[config.mk]
export PLATFORM = sky130hd
export DESIGN_NAME = pdmc_ctrl
export DESIGN_NICKNAME = d
export VERILOG_FILES = /design/src/hw/pdmc_pkg.sv /design/src/hw/pdmc_sync.sv /design/src/hw/pdmc_ctrl.sv
export VERILOG_INCLUDE_DIRS = /design/src /design/src/hw
export SDC_FILE = /design/constraint.sdc
export NUM_CORES = 1
export LEC_CHECK = 0
export ABC_AREA = 0
export BUFFER_PORTS_ARGS = -buffer_cell sky130_fd_sc_hd__clkbuf_2
export CORE_ASPECT_RATIO = 1.4
export CORE_MARGIN = 10
export CORE_UTILIZATION = 51
export CTS_BUF_LIST = sky130_fd_sc_hd__clkbuf_2
export CTS_CLUSTER_DIAMETER = 150
export DETAILED_ROUTE_END_ITERATION = 10
export PLACE_DENSITY = 0.82
export SLEW_MARGIN = 40
export SYNTH_ARGS = -nofsm -noshare
export SYNTH_HDL_FRONTEND = slang
export SYNTH_SLANG_ARGS = --single-unit
[constraint.sdc]
create_clock -name sys_clk -period 2.41 [get_ports sys_clk]
set_input_delay 0.3615 -clock sys_clk [delete_from_list [all_inputs] [get_ports sys_clk]]
set_output_delay 0.3615 -clock sys_clk [all_outputs]
set_load 0.01 [all_outputs]
[src/hw/pdmc_regs.svh]
`ifndef PDMC_REGS_SVH
`define PDMC_REGS_SVH
// Functional notes
// - Low-power instruction, standby and deep sleep select clear: enter sleep
// - Deep sleep select set: halt DMA, self-refresh
// - Standby select set: CPU, clock generator and all module clocks halt, self-refresh
// - Standby request pin low: halt, pins float
// - Status pins: HH reset, HL sleep, LH standby
// - Power-on or watchdog clears standby control
// - Hi-Z bit floats peripheral pins in standby
// - Port output pins ignore the hi-Z bit
// - Pull-up bit zero enables peripheral pull-ups
// - Stop bit four gates the DMA clock
// - Stop bit three gates FIFO serial clock
// - Stop bit two gates the timer clock
// - Stop bit one gates RTC interface only
// - Stop bit zero gates serial one clock
// - RTC counts whenever its run bit set
// - Clear register ones clear stop bits

// Register byte addresses
`define PDMC_ADR_CLK_STOP_SET 32'hfe0a0000
`define PDMC_ADR_CLK_STOP_CLR 32'hfe0a0008
`define PDMC_ADR_STANDBY_SELECT_CTL 32'hffc00004
`define PDMC_ADR_STANDBY_SELECT_CTL2 32'hffc00010

// Reset values
`define PDMC_RST_STANDBY_SELECT_CTL 8'h00
`define PDMC_RST_STANDBY_SELECT_CTL2 8'h00
`define PDMC_RST_CLK_STOP 32'h00000000

// Standby control fields
`define PDMC_STANDBY_SELECT 7
`define PDMC_PIN_HIZ_CONTROL 6
`define PDMC_PIN_PULLUP_CONTROL 5
`define PDMC_DMA_CLOCK_STOP 4
`define PDMC_SERIAL2_CLOCK_STOP 3
`define PDMC_TIMER_CLOCK_STOP 2
`define PDMC_RTC_CLOCK_STOP 1
`define PDMC_SERIAL1_CLOCK_STOP 0

// Standby control two fields
`define PDMC_DEEP_SLEEP_SELECT 7
`define PDMC_STANDBY_SELECT_CTL2_MASK 8'h80

// Clock-stop fields
`define PDMC_CSTP_TIMER34 1
`define PDMC_CSTP_INTC34 0
`define PDMC_CLK_STOP_MASK 32'h00000003

// Peripheral pin count and reset-state length
`define PDMC_PIN_N 8
`define PDMC_RESET_CYCLES 1
`endif

[src/hw/pdmc_pkg.sv]
package pdmc_pkg;
    // Operating states, Gray along run to sleep to deep sleep to standby
    typedef enum logic [2:0] {
        st_reset = 3'h0,
        st_run = 3'h1,
        st_sleep = 3'h3,
        st_deep = 3'h2,
        st_standby_select = 3'h6,
        st_hwstby = 3'h7
    } pdmc_state_t;

    // Classic Wishbone request from the master
    typedef struct packed {
        logic cyc;
        logic stb;
        logic we;
        logic [31:0] adr;
        logic [3:0] sel;
        logic [31:0] dat;
    } pdmc_wb_req_t;

    // Clock enables toward the peripheral modules
    typedef struct packed {
        logic dma;
        logic serial2;
        logic timer;
        logic rtc_if;
        logic serial1;
        logic timer34;
        logic irq_timer34;
    } pdmc_clk_en_t;
endpackage

[src/hw/pdmc_sync.sv]
`timescale 1ns/1ps
// Two-stage synchroniser for a pin level
module pdmc_sync #(
    parameter logic RST_VAL = 1'b1
) (
    // Clock and reset
    input wire logic sys_clk,
    input wire logic rst_n,
    // Level in and out
    input wire logic d,
    output logic q
);
    // First stage, read only by the second
    logic meta_r;

    // Both stages reset to the inactive level
    always_ff @(posedge sys_clk or negedge rst_n) begin
        if (!rst_n) begin
            meta_r <= RST_VAL;
            q <= RST_VAL;
        end else begin
            meta_r <= d;
            q <= meta_r;
        end
    end
endmodule // pdmc_sync

[src/hw/pdmc_ctrl.sv]
`timescale 1ns/1ps
`include "pdmc_regs.svh"
// Power-down mode controller
module pdmc_ctrl (
    // Clock and reset
    input wire logic sys_clk,
    input wire logic rst_n,
    // Register bus
    input wire pdmc_pkg::pdmc_wb_req_t wb_req,
    output logic [31:0] wb_dat_o,
    output logic wb_ack_o,
    // Processor events
    input wire logic sleep_exec,
    input wire logic wake_irq,
    input wire logic wdt_overflow,
    // Status and standby pins
    input wire logic hw_standby_request_n,
    output logic proc_state_upper,
    output logic proc_state_lower,
    output logic proc_state_oe,
    // Mode indications
    output logic cpu_halt,
    output logic clkgen_halt,
    output logic dma_halt,
    output logic ext_self_refresh,
    output logic pins_all_hiz,
    // Peripheral pin control
    input wire logic [`PDMC_PIN_N-1:0] pin_port_out,
    input wire logic [`PDMC_PIN_N-1:0] pin_is_input,
    output logic [`PDMC_PIN_N-1:0] pin_hiz_en,
    output logic [`PDMC_PIN_N-1:0] pin_pullup_en,
    // Module clocks
    output pdmc_pkg::pdmc_clk_en_t clk_en,
    input wire logic rtc_run_enable,
    output logic rtc_count_en
);
    // Byte-lane write mask from the select lines
    function automatic logic [31:0] lane_mask(input logic [3:0] sel);
        lane_mask = {{8{sel[3]}}, {8{sel[2]}}, {8{sel[1]}}, {8{sel[0]}}};
    endfunction

    // Status pin code for a state, upper bit first
    function automatic logic [1:0] status_code(
        input pdmc_pkg::pdmc_state_t st);
        case (st)
            pdmc_pkg::st_reset: status_code = 2'h3;
            pdmc_pkg::st_sleep,
            pdmc_pkg::st_deep: status_code = 2'h2;
            pdmc_pkg::st_standby_select,
            pdmc_pkg::st_hwstby: status_code = 2'h1;
            default: status_code = 2'h0;
        endcase
    endfunction

    // Synchronised standby request, low means enter
    logic hw_req_n_sync;
    // Mode state
    pdmc_pkg::pdmc_state_t state_r;
    pdmc_pkg::pdmc_state_t state_nxt;
    // Registers
    logic [7:0] standby_select_ctl_r;
    logic [7:0] standby_select_ctl2_r;
    logic [31:0] clk_stop_r;
    logic [31:0] clk_stop_nxt;
    // Bus handshake
    logic ack_r;
    logic ack_nxt;
    logic wr_en;
    logic [31:0] rd_nxt;
    logic [31:0] dat_r;
    // Registered outputs
    logic [1:0] status_r;
    logic status_oe_r;
    logic cpu_halt_r;
    logic clkgen_halt_r;
    logic dma_halt_r;
    logic self_ref_r;
    logic all_hiz_r;
    logic [`PDMC_PIN_N-1:0] hiz_r;
    logic [`PDMC_PIN_N-1:0] hiz_nxt;
    logic [`PDMC_PIN_N-1:0] pullup_r;
    pdmc_pkg::pdmc_clk_en_t clk_en_r;
    pdmc_pkg::pdmc_clk_en_t clk_en_nxt;
    logic rtc_cnt_r;
    // Peripherals alive in this state
    logic periph_on;

    // Pin level is asynchronous to sys_clk
    pdmc_sync #(.RST_VAL(1'b1)) u_hw_req_sync (
        .sys_clk(sys_clk),
        .rst_n(rst_n),
        .d(hw_standby_request_n),
        .q(hw_req_n_sync)
    );

    // Bus decode: single-cycle registered ack, unmapped reads as zero
    assign ack_nxt = wb_req.cyc & wb_req.stb & ~ack_r;
    assign wr_en = ack_nxt & wb_req.we;

    // Read mux; clear register is write-only and reads zero
    always_comb begin
        rd_nxt = 32'h00000000;
        case (wb_req.adr)
            `PDMC_ADR_CLK_STOP_SET: rd_nxt = clk_stop_r;
            `PDMC_ADR_STANDBY_SELECT_CTL: rd_nxt = {24'h000000, standby_select_ctl_r};
            `PDMC_ADR_STANDBY_SELECT_CTL2: rd_nxt = {24'h000000, standby_select_ctl2_r};
            default: rd_nxt = 32'h00000000;
        endcase
    end

    // Ack and read data register
    always_ff @(posedge sys_clk or negedge rst_n) begin
        if (!rst_n) begin
            ack_r <= 1'b0;
            dat_r <= 32'h00000000;
        end else begin
            ack_r <= ack_nxt;
            if (ack_nxt && !wb_req.we) begin
                dat_r <= rd_nxt;
            end
        end
    end

    // Standby control registers; watchdog wins over a same-cycle write
    always_ff @(posedge sys_clk or negedge rst_n) begin
        if (!rst_n) begin
            standby_select_ctl_r <= `PDMC_RST_STANDBY_SELECT_CTL;
            standby_select_ctl2_r <= `PDMC_RST_STANDBY_SELECT_CTL2;
        end else if (wdt_overflow && state_r != pdmc_pkg::st_hwstby) begin
            standby_select_ctl_r <= `PDMC_RST_STANDBY_SELECT_CTL;
            standby_select_ctl2_r <= `PDMC_RST_STANDBY_SELECT_CTL2;
        end else if (wr_en && wb_req.sel[0]) begin
            if (wb_req.adr == `PDMC_ADR_STANDBY_SELECT_CTL) begin
                standby_select_ctl_r <= wb_req.dat[7:0];
            end
            // Reserved bits stay zero
            if (wb_req.adr == `PDMC_ADR_STANDBY_SELECT_CTL2) begin
                standby_select_ctl2_r <= wb_req.dat[7:0] & `PDMC_STANDBY_SELECT_CTL2_MASK;
            end
        end
    end

    // Clock-stop: ones set through one address, clear through another
    always_comb begin
        clk_stop_nxt = clk_stop_r;
        if (wr_en && wb_req.adr == `PDMC_ADR_CLK_STOP_SET) begin
            clk_stop_nxt = clk_stop_r | (wb_req.dat
                & lane_mask(wb_req.sel) & `PDMC_CLK_STOP_MASK);
        end
        if (wr_en && wb_req.adr == `PDMC_ADR_CLK_STOP_CLR) begin
            clk_stop_nxt = clk_stop_r & ~(wb_req.dat
                & lane_mask(wb_req.sel));
        end
    end

    // Only power-on reset touches clock-stop, not the watchdog
    always_ff @(posedge sys_clk or negedge rst_n) begin
        if (!rst_n) begin
            clk_stop_r <= `PDMC_RST_CLK_STOP;
        end else begin
            clk_stop_r <= clk_stop_nxt;
        end
    end

    // Mode sequencing; the pin outranks the watchdog, which outranks all
    always_comb begin
        state_nxt = state_r;
        case (state_r)
            pdmc_pkg::st_reset: begin
                state_nxt = pdmc_pkg::st_run;
            end
            pdmc_pkg::st_run: begin
                if (sleep_exec) begin
                    if (standby_select_ctl_r[`PDMC_STANDBY_SELECT]) begin
                        state_nxt = pdmc_pkg::st_standby_select;
                    end else if (standby_select_ctl2_r[`PDMC_DEEP_SLEEP_SELECT]) begin
                        state_nxt = pdmc_pkg::st_deep;
                    end else begin
                        state_nxt = pdmc_pkg::st_sleep;
                    end
                end
            end
            pdmc_pkg::st_sleep, pdmc_pkg::st_deep, pdmc_pkg::st_standby_select: begin
                if (wake_irq) begin
                    state_nxt = pdmc_pkg::st_run;
                end
            end
            pdmc_pkg::st_hwstby: begin
                state_nxt = pdmc_pkg::st_hwstby;
            end
            default: begin
                state_nxt = pdmc_pkg::st_reset;
            end
        endcase
        if (wdt_overflow && state_r != pdmc_pkg::st_hwstby) begin
            state_nxt = pdmc_pkg::st_reset;
        end
        if (!hw_req_n_sync) begin
            state_nxt = pdmc_pkg::st_hwstby;
        end
    end

    // State register
    always_ff @(posedge sys_clk or negedge rst_n) begin
        if (!rst_n) begin
            state_r <= pdmc_pkg::st_reset;
        end else begin
            state_r <= state_nxt;
        end
    end

    // Peripherals run in reset-exit, run, sleep and deep sleep
    assign periph_on = (state_nxt != pdmc_pkg::st_standby_select)
        && (state_nxt != pdmc_pkg::st_hwstby);

    // Module clock enables; a stop bit at zero lets a module resume
    always_comb begin
        clk_en_nxt.dma = periph_on && state_nxt != pdmc_pkg::st_deep
            && !standby_select_ctl_r[`PDMC_DMA_CLOCK_STOP];
        clk_en_nxt.serial2 = periph_on
            && !standby_select_ctl_r[`PDMC_SERIAL2_CLOCK_STOP];
        clk_en_nxt.timer = periph_on && !standby_select_ctl_r[`PDMC_TIMER_CLOCK_STOP];
        clk_en_nxt.rtc_if = periph_on && !standby_select_ctl_r[`PDMC_RTC_CLOCK_STOP];
        clk_en_nxt.serial1 = periph_on
            && !standby_select_ctl_r[`PDMC_SERIAL1_CLOCK_STOP];
        clk_en_nxt.timer34 = periph_on && !clk_stop_r[`PDMC_CSTP_TIMER34];
        clk_en_nxt.irq_timer34 = periph_on
            && !clk_stop_r[`PDMC_CSTP_INTC34];
    end

    // Peripheral pin float; port outputs keep driving under hi-Z bit
    always_comb begin
        hiz_nxt = '0;
        if (state_nxt == pdmc_pkg::st_hwstby) begin
            hiz_nxt = '1;
        end else if (state_nxt == pdmc_pkg::st_standby_select
            && standby_select_ctl_r[`PDMC_PIN_HIZ_CONTROL]) begin
            hiz_nxt = ~pin_port_out;
        end
    end

    // Pin control registers; pull-up setting is void in hw standby
    always_ff @(posedge sys_clk or negedge rst_n) begin
        if (!rst_n) begin
            hiz_r <= '0;
            pullup_r <= '0;
        end else begin
            hiz_r <= hiz_nxt;
            if (state_nxt == pdmc_pkg::st_hwstby
                || standby_select_ctl_r[`PDMC_PIN_PULLUP_CONTROL]) begin
                pullup_r <= '0;
            end else begin
                pullup_r <= pin_is_input | hiz_nxt;
            end
        end
    end

    // Mode outputs follow the next state so they change with it
    always_ff @(posedge sys_clk or negedge rst_n) begin
        if (!rst_n) begin
            status_r <= 2'h3;
            status_oe_r <= 1'b1;
            cpu_halt_r <= 1'b0;
            clkgen_halt_r <= 1'b0;
            dma_halt_r <= 1'b0;
            self_ref_r <= 1'b0;
            all_hiz_r <= 1'b0;
            clk_en_r <= '1;
            rtc_cnt_r <= 1'b0;
        end else begin
            status_r <= status_code(state_nxt);
            // Status pins float in hw standby
            status_oe_r <= state_nxt != pdmc_pkg::st_hwstby;
            cpu_halt_r <= state_nxt != pdmc_pkg::st_run
                && state_nxt != pdmc_pkg::st_reset;
            clkgen_halt_r <= !periph_on;
            dma_halt_r <= !clk_en_nxt.dma;
            self_ref_r <= state_nxt == pdmc_pkg::st_deep
                || state_nxt == pdmc_pkg::st_standby_select;
            all_hiz_r <= state_nxt == pdmc_pkg::st_hwstby;
            clk_en_r <= clk_en_nxt;
            rtc_cnt_r <= rtc_run_enable;
        end
    end

    // Port drive
    assign wb_ack_o = ack_r;
    assign wb_dat_o = dat_r;
    assign {proc_state_upper, proc_state_lower} = status_r;
    assign proc_state_oe = status_oe_r;
    assign cpu_halt = cpu_halt_r;
    assign clkgen_halt = clkgen_halt_r;
    assign dma_halt = dma_halt_r;
    assign ext_self_refresh = self_ref_r;
    assign pins_all_hiz = all_hiz_r;
    assign pin_hiz_en = hiz_r;
    assign pin_pullup_en = pullup_r;
    assign clk_en = clk_en_r;
    assign rtc_count_en = rtc_cnt_r;
endmodule // pdmc_ctrl

Word-level counts from Yosys, hierarchy flattened
Index checks and enable logic that the tools add are counted.
W data, S select, Z words.
Word-level totals
  bits in registers: 118
  input bits: 94
  logic and storage cells: 113
Operators by class
  equality and inequality tests: 18
  muxes and demuxes: 20
  bitwise gates (word level): 10
  reductions and logical operators: 40
Operators by type and width (number)
  $eq A32 B32 Y1 const B: 4
  $pmux W32 S3: 1
  $mux W8: 9
  $and A32 B32 Y32: 2
  $mux W32: 2
  $not A32 Y32: 1
  $or A32 B2 Y32: 1
  $logic_and A1 B1 Y1: 16
  $mux W3: 5
  $eq A3 B2 Y1 const B: 4
  $eq A3 B3 Y1 const B: 4
  $pmux W3 S4: 1
  $logic_not A1 Y1: 10
  $ne A3 B3 Y1 const B: 3
  $not A8 Y8: 1
  $or A8 B8 Y8: 1
  $reduce_bool A2 Y1: 4
  $logic_not A3 Y1: 2
  $pmux W2 S3: 1
  $reduce_and A2 Y1: 2
  $reduce_or A2 Y1: 2
  $and A1 B1 Y1: 3
  $eq A3 B1 Y1 const B: 1
  $ne A3 B1 Y1 const B: 1
  6 further kinds: 7

Logic depth before layout (Yosys ltp)
  word-level depth: 12
  gate-level depth with buffers: 7
  gate-level depth less buffers: 6

Modules after synthesis
Synthesis repeated with hierarchy kept, for this count alone.
Second synthesis, totals
  cells, all modules: 365
  area total of the unflattened synthesis: 4294.1 um^2
By module, submodules not included
  pdmc_ctrl: times used 1, cells an instance 363, area each 4241.6 um^2, sequential area each 2740.1 um^2
  pdmc_sync: times used 1, cells an instance 2, area each 52.6 um^2, sequential area each 52.6 um^2

Worst setup path after synthesis
OpenSTA, ideal clock, no wires.
  kind: input -> register
  from: input port wb_req[52] (netlist bit)
  to: register standby_select_ctl2_r[7]
  library setup time: 78 ps
  arrival: 1789 ps
  data required time: 2332 ps
  setup slack: 543 ps
  stages on the path: 5
  cells stage by stage: nor4_1 > nand4_1 > or4_1 > or3_1 > a21oi_1
On the way
  cells in the longest elaborated chain, start to end: 3
Ends and longest elaborated chain
  start: declaration: line pdmc_ctrl.sv:9  | input wire pdmc_pkg::pdmc_wb_req_t wb_req,
  $eq A32 B32 Y1
  $reduce_bool A2 Y1 (no line)
  $reduce_and A2 Y1 (no line)
  end signal: assignment: line pdmc_ctrl.sv:128  | standby_select_ctl2_r <= `PDMC_RST_STANDBY_SELECT_CTL2;
  end signal: assignment: line pdmc_ctrl.sv:131  | standby_select_ctl2_r <= `PDMC_RST_STANDBY_SELECT_CTL2;
  end signal: assignment: line pdmc_ctrl.sv:138  | standby_select_ctl2_r <= wb_req.dat[7:0] & `PDMC_STANDBY_SELECT_CTL2_MASK;
  end: declaration: line pdmc_ctrl.sv:62  | logic [7:0] standby_select_ctl2_r;
No other way between the ends.
A chain may end at the register's enable or synchronous reset.

Worst setup path after layout
  from: input port wb_req[52] (netlist bit)
  to: register clk_stop_r[26]
On the way
  cells in the longest elaborated chain, start to end: 3
  elaborated cells between the ends (all ways): 6
Ends and longest elaborated chain
  $eq A32 B32 Y1 (no line)
  $logic_and A1 B1 Y1 (no line)
  $mux W32 / $reduce_bool A2 Y1 (equally long branches)
  end signal: assignment: line pdmc_ctrl.sv:159  | clk_stop_r <= `PDMC_RST_CLK_STOP;
  end signal: assignment: line pdmc_ctrl.sv:161  | clk_stop_r <= clk_stop_nxt;
  end: declaration: line pdmc_ctrl.sv:63  | logic [31:0] clk_stop_r;
Several ways; a longest one is shown, not always the timed one.

==> impl_results.md <==
* Maximum fanout along the worst path at 29
* Hold-fix buffers, CTS at 59
* Count of endpoints failing setup in the final report at 0
* Worst setup path class: in -> reg
* Async set or reset register ratio after synthesis at 100%
* Max transition margin at 56.6%
* Post-synthesis instance total at 365
* Portion of the post-synthesis area used by sequential elements at approximately two thirds
* Most used flip-flop cell after synthesis: sky130_fd_sc_hd__dfrtp_1
* Total number of clock tree sinks at 111
* Period utilization at 86.9%
* Worst-case setup margin in the final layout at 317 ps
* Kind of start point of the critical path: input port
* Share of final-layout standard cells stronger than drive strength 1 at 34.1%
* NumNets Final at between 600 and 700
* Boundary pin count at between 150 and 200
* Initial Utilization at 52.4%
* Unique masters post-synth at 43
* DR iter-0 viols at 173
* Required @ worst endpoint at 2910 ps
* Wire length per cell after detailed routing at 17.8 µm
* Remaining antenna violation count after routing at 0
* Overall routed net length at 12300 µm
* Fraction of synthesized area in multiplexers at roughly 2.3%
* CTS tree: done
* Number of synthesized flops with an enable pin at 0
* Max-slew violation total from the final report at 0
* Worst setup slack after placement at between 100 and 150 ps
* Most frequent standard cell in the layout excluding fill and tap cells: sky130_fd_sc_hd__clkbuf_2
* Wire length of the first global-routing pass at 20500 µm
* Mapped Nets at 459
* Area inside the core boundary at 0.00820 mm²
* Share of synthesized cell area in and, or, nand and nor gates at around an eighth
* Area of placed instances at 0.00525 mm²
* Via count at 3702
* Overall Global Routing Usage at 19.9%
* Vertical die dimension at between 100 and 150 µm
* Total power divided by cell area at 482 mW/mm²
* Deepest level of the CTS H-tree at 3
* Total setup buffers inserted after CTS at 0
* Count of warnings emitted by yosys at 0
* Post-detailed-route via-to-cell ratio at ~5.4
* Post-Route Setup TNS at 0 ps
* Setup repair after global routing missed its margin: false
* Capture point of the worst reg-to-reg path: standby_select_ctl2_r[7]
* Avg Inst Size Synth at 11.8 µm²
* Number of buffers added by the clock tree synthesis step at 9
* Dominant combinational cell family by area after synthesis: compound AO/OA/AOI/OAI gates
* Sum of net half-perimeters after detailed placement at 8500 µm
* Leakage at 0.00310 µW
* DRC errors left at 0
* Insertion delay of the later-clocked pin in the worst-skew pair at between 500 and 600 ps
* Count of endpoints failing hold in the final timing report at 0
* Chip width at 97.6 µm
* Area growth syn-to-layout at 38.1%
* Initial antenna violation count at 0
* Register bit total from synthesis at 111
* Maximum vdd ir drop at ~0.36 mV
* Outcome: finished, final reports clean
* Final weighted congestion in routability-driven placement at 0.875
* Via count of the first global-routing pass at 4069
* Cell count of the worst hold path at 3
* Count of port buffers added during placement at 158
* Class of the tightest hold or removal check: in -> reg
* Area enclosed by the die boundary at roughly 0.013 mm²
* PostCTS Resize Cnt at 0
* Gr ovfl total at 0
* Reg2reg setup slack at approximately 410 ps
* Pin count of the biggest net entering global routing at 51
* Critical path data arrival time at roughly 2600 ps
* Worst Max-Slew Pin Slew at 649 ps
* HP Start: wb_req[1]
* Post-synth design cell area at approximately 0.0043 mm²
* Clock-pin transition on the worst setup and hold timing paths at 280 ps
* CTS max path bufs at 2
* Number of max-cap violations at 0
* FMAX at 478 MHz
* Total iterations of the first detailed-routing run at 5
* Diodes inserted at 0
* Share of synthesized cell area in full adder, half adder and majority cells at 0%
* Commonest cells after routing, fill and taps aside: 167 x sky130_fd_sc_hd__clkbuf_2, 99 x sky130_fd_sc_hd__dfrtp_1, 59 x sky130_fd_sc_hd__dlygate4sd3_1
* Std cell rows at 39
* Min Tclk post-route at 2090 ps
* Final design area excluding fillers at 0.00593 mm²
* Setup skew after layout at 31.0 ps
* Category of the worst setup path capture point: flop
* Post-synthesis compound-gate area fraction at 15.6%
* Post-synthesis xor/xnor area fraction at 0%
* Root Buffer Master: sky130_fd_sc_hd__clkbuf_2
* Startpoint of the lowest-slack register-to-register path: state_r[2]
* Number of cells on the worst reg-to-reg path at 5
cell usage after synthesis, types with 2 or more instances:
library cell	n	area [µm²]
sky130_fd_sc_hd__dfrtp_1	99	2480
sky130_fd_sc_hd__inv_1	36	135
sky130_fd_sc_hd__a31oi_1	30	188
sky130_fd_sc_hd__a22o_1	25	219
sky130_fd_sc_hd__nand2_1	22	82.6
sky130_fd_sc_hd__nor2_1	21	78.8
sky130_fd_sc_hd__dfstp_2	12	315
sky130_fd_sc_hd__o21ai_0	12	60.1
sky130_fd_sc_hd__mux2i_1	10	100
sky130_fd_sc_hd__clkbuf_1	9	33.8
sky130_fd_sc_hd__nor3_1	8	40.0
sky130_fd_sc_hd__o21a_1	8	60.1
sky130_fd_sc_hd__a22oi_1	7	52.6
sky130_fd_sc_hd__buf_2	7	35.0
sky130_fd_sc_hd__nand2b_1	7	43.8
sky130_fd_sc_hd__nor4_1	5	31.3
sky130_fd_sc_hd__buf_1	4	15.0
sky130_fd_sc_hd__nand3_1	4	20.0
sky130_fd_sc_hd__nor2b_1	3	18.8
sky130_fd_sc_hd__nor4b_1	3	26.3
sky130_fd_sc_hd__or3_1	3	18.8
sky130_fd_sc_hd__a21oi_1	2	10.0
sky130_fd_sc_hd__and2_1	2	12.5
sky130_fd_sc_hd__and3_1	2	12.5
sky130_fd_sc_hd__and4b_1	2	20.0
sky130_fd_sc_hd__nand3b_1	2	15.0
sky130_fd_sc_hd__nand4_1	2	12.5
sky130_fd_sc_hd__nand4bb_1	2	22.5
sky130_fd_sc_hd__or4_1	2	15.0
cell families after synthesis:
group / after synthesis
buf+inv: 57
mux: 10
flops: 111
compound gates: 93
simple gates: 94
layer usage:
metal | up-vias | wire length (µm) | GRT usage [%]
met1 | 1763 | 4780 | 22.3
met5 | - | 0 | 0
met4 | 0 | 301 | 8.58
li1 | 1730 | - | -
met3 | 26 | 1290 | 7.98
met2 | 183 | 5960 | 32.9
registers in the layout, indices dropped and copies added, names as in the netlist, 2 cells and up, named ones only:
name,count
wb_dat_o,32
clk_stop_r,30
pin_hiz_en,8
pin_pullup_en,8
standby_select_ctl_r,8
clk_en,7
state_r,3
status_r,2
critical path, stage by stage:
cell and delay [ps]:
sky130_fd_sc_hd__clkbuf_2 80, sky130_fd_sc_hd__nor4_1 270, sky130_fd_sc_hd__nand4_1 280, sky130_fd_sc_hd__nor3_1 400, sky130_fd_sc_hd__and3_1 290, sky130_fd_sc_hd__buf_12 200
sky130_fd_sc_hd__a31oi_1 120, sky130_fd_sc_hd__dlygate4sd3_1 580
where the power goes:
group / total, µW / switching, µW / leakage [µW] / internal, µW
Clock: 742 / 595 / 0.0000627 / 147
Sequential: 1880 / 2.79 / 0.00126 / 1870
Combinational: 239 / 110 / 0.00178 / 129
Total: 2860 / 708 / 0.00310 / 2150
through the flow:
step / hold slack [ps] / util, % / power [µW] / cells
after CTS: 1.11 / 72.3 / 2870 / 691
after detailed placement: 349 / 64.0 / 2070 / 616
after floorplan: 65.9 / - / 1940 / 365
after global placement: 346 / 64.0 / 2070 / 616
after global routing: 12.8 / 72.3 / 2970 / 691
final: 31.3 / 72.3 / 2860 / 691
how the worst max path moves through the flow:
stage | startpoint | endpoint | cells after the start
finish | wb_req[52] | clk_stop_r[26] | 8
global route | wb_req[52] | clk_stop_r[26] | 8
CTS | wb_req[39] | standby_select_ctl_r[1] | 7
detailed placement | wb_req[52] | standby_select_ctl_r[2] | 6
global placement | wb_req[52] | standby_select_ctl_r[4] | 6
floorplan | wb_req[52] | standby_select_ctl2_r[7] | 5
cell type report:
| cell class | count | area, µm² |
|---|---|---|
| clock buffer | 10 | 50.0 |
| fill | 557 | 2270 |
| clock inverter | 6 | 43.8 |
| sequential | 111 | 2790 |
| timing repair buffer | 228 | 1490 |
| inverter | 37 | 139 |
| multi-input combinational | 197 | 1280 |
| tap | 102 | 128 |
Power figures use the tool's default switching activity.
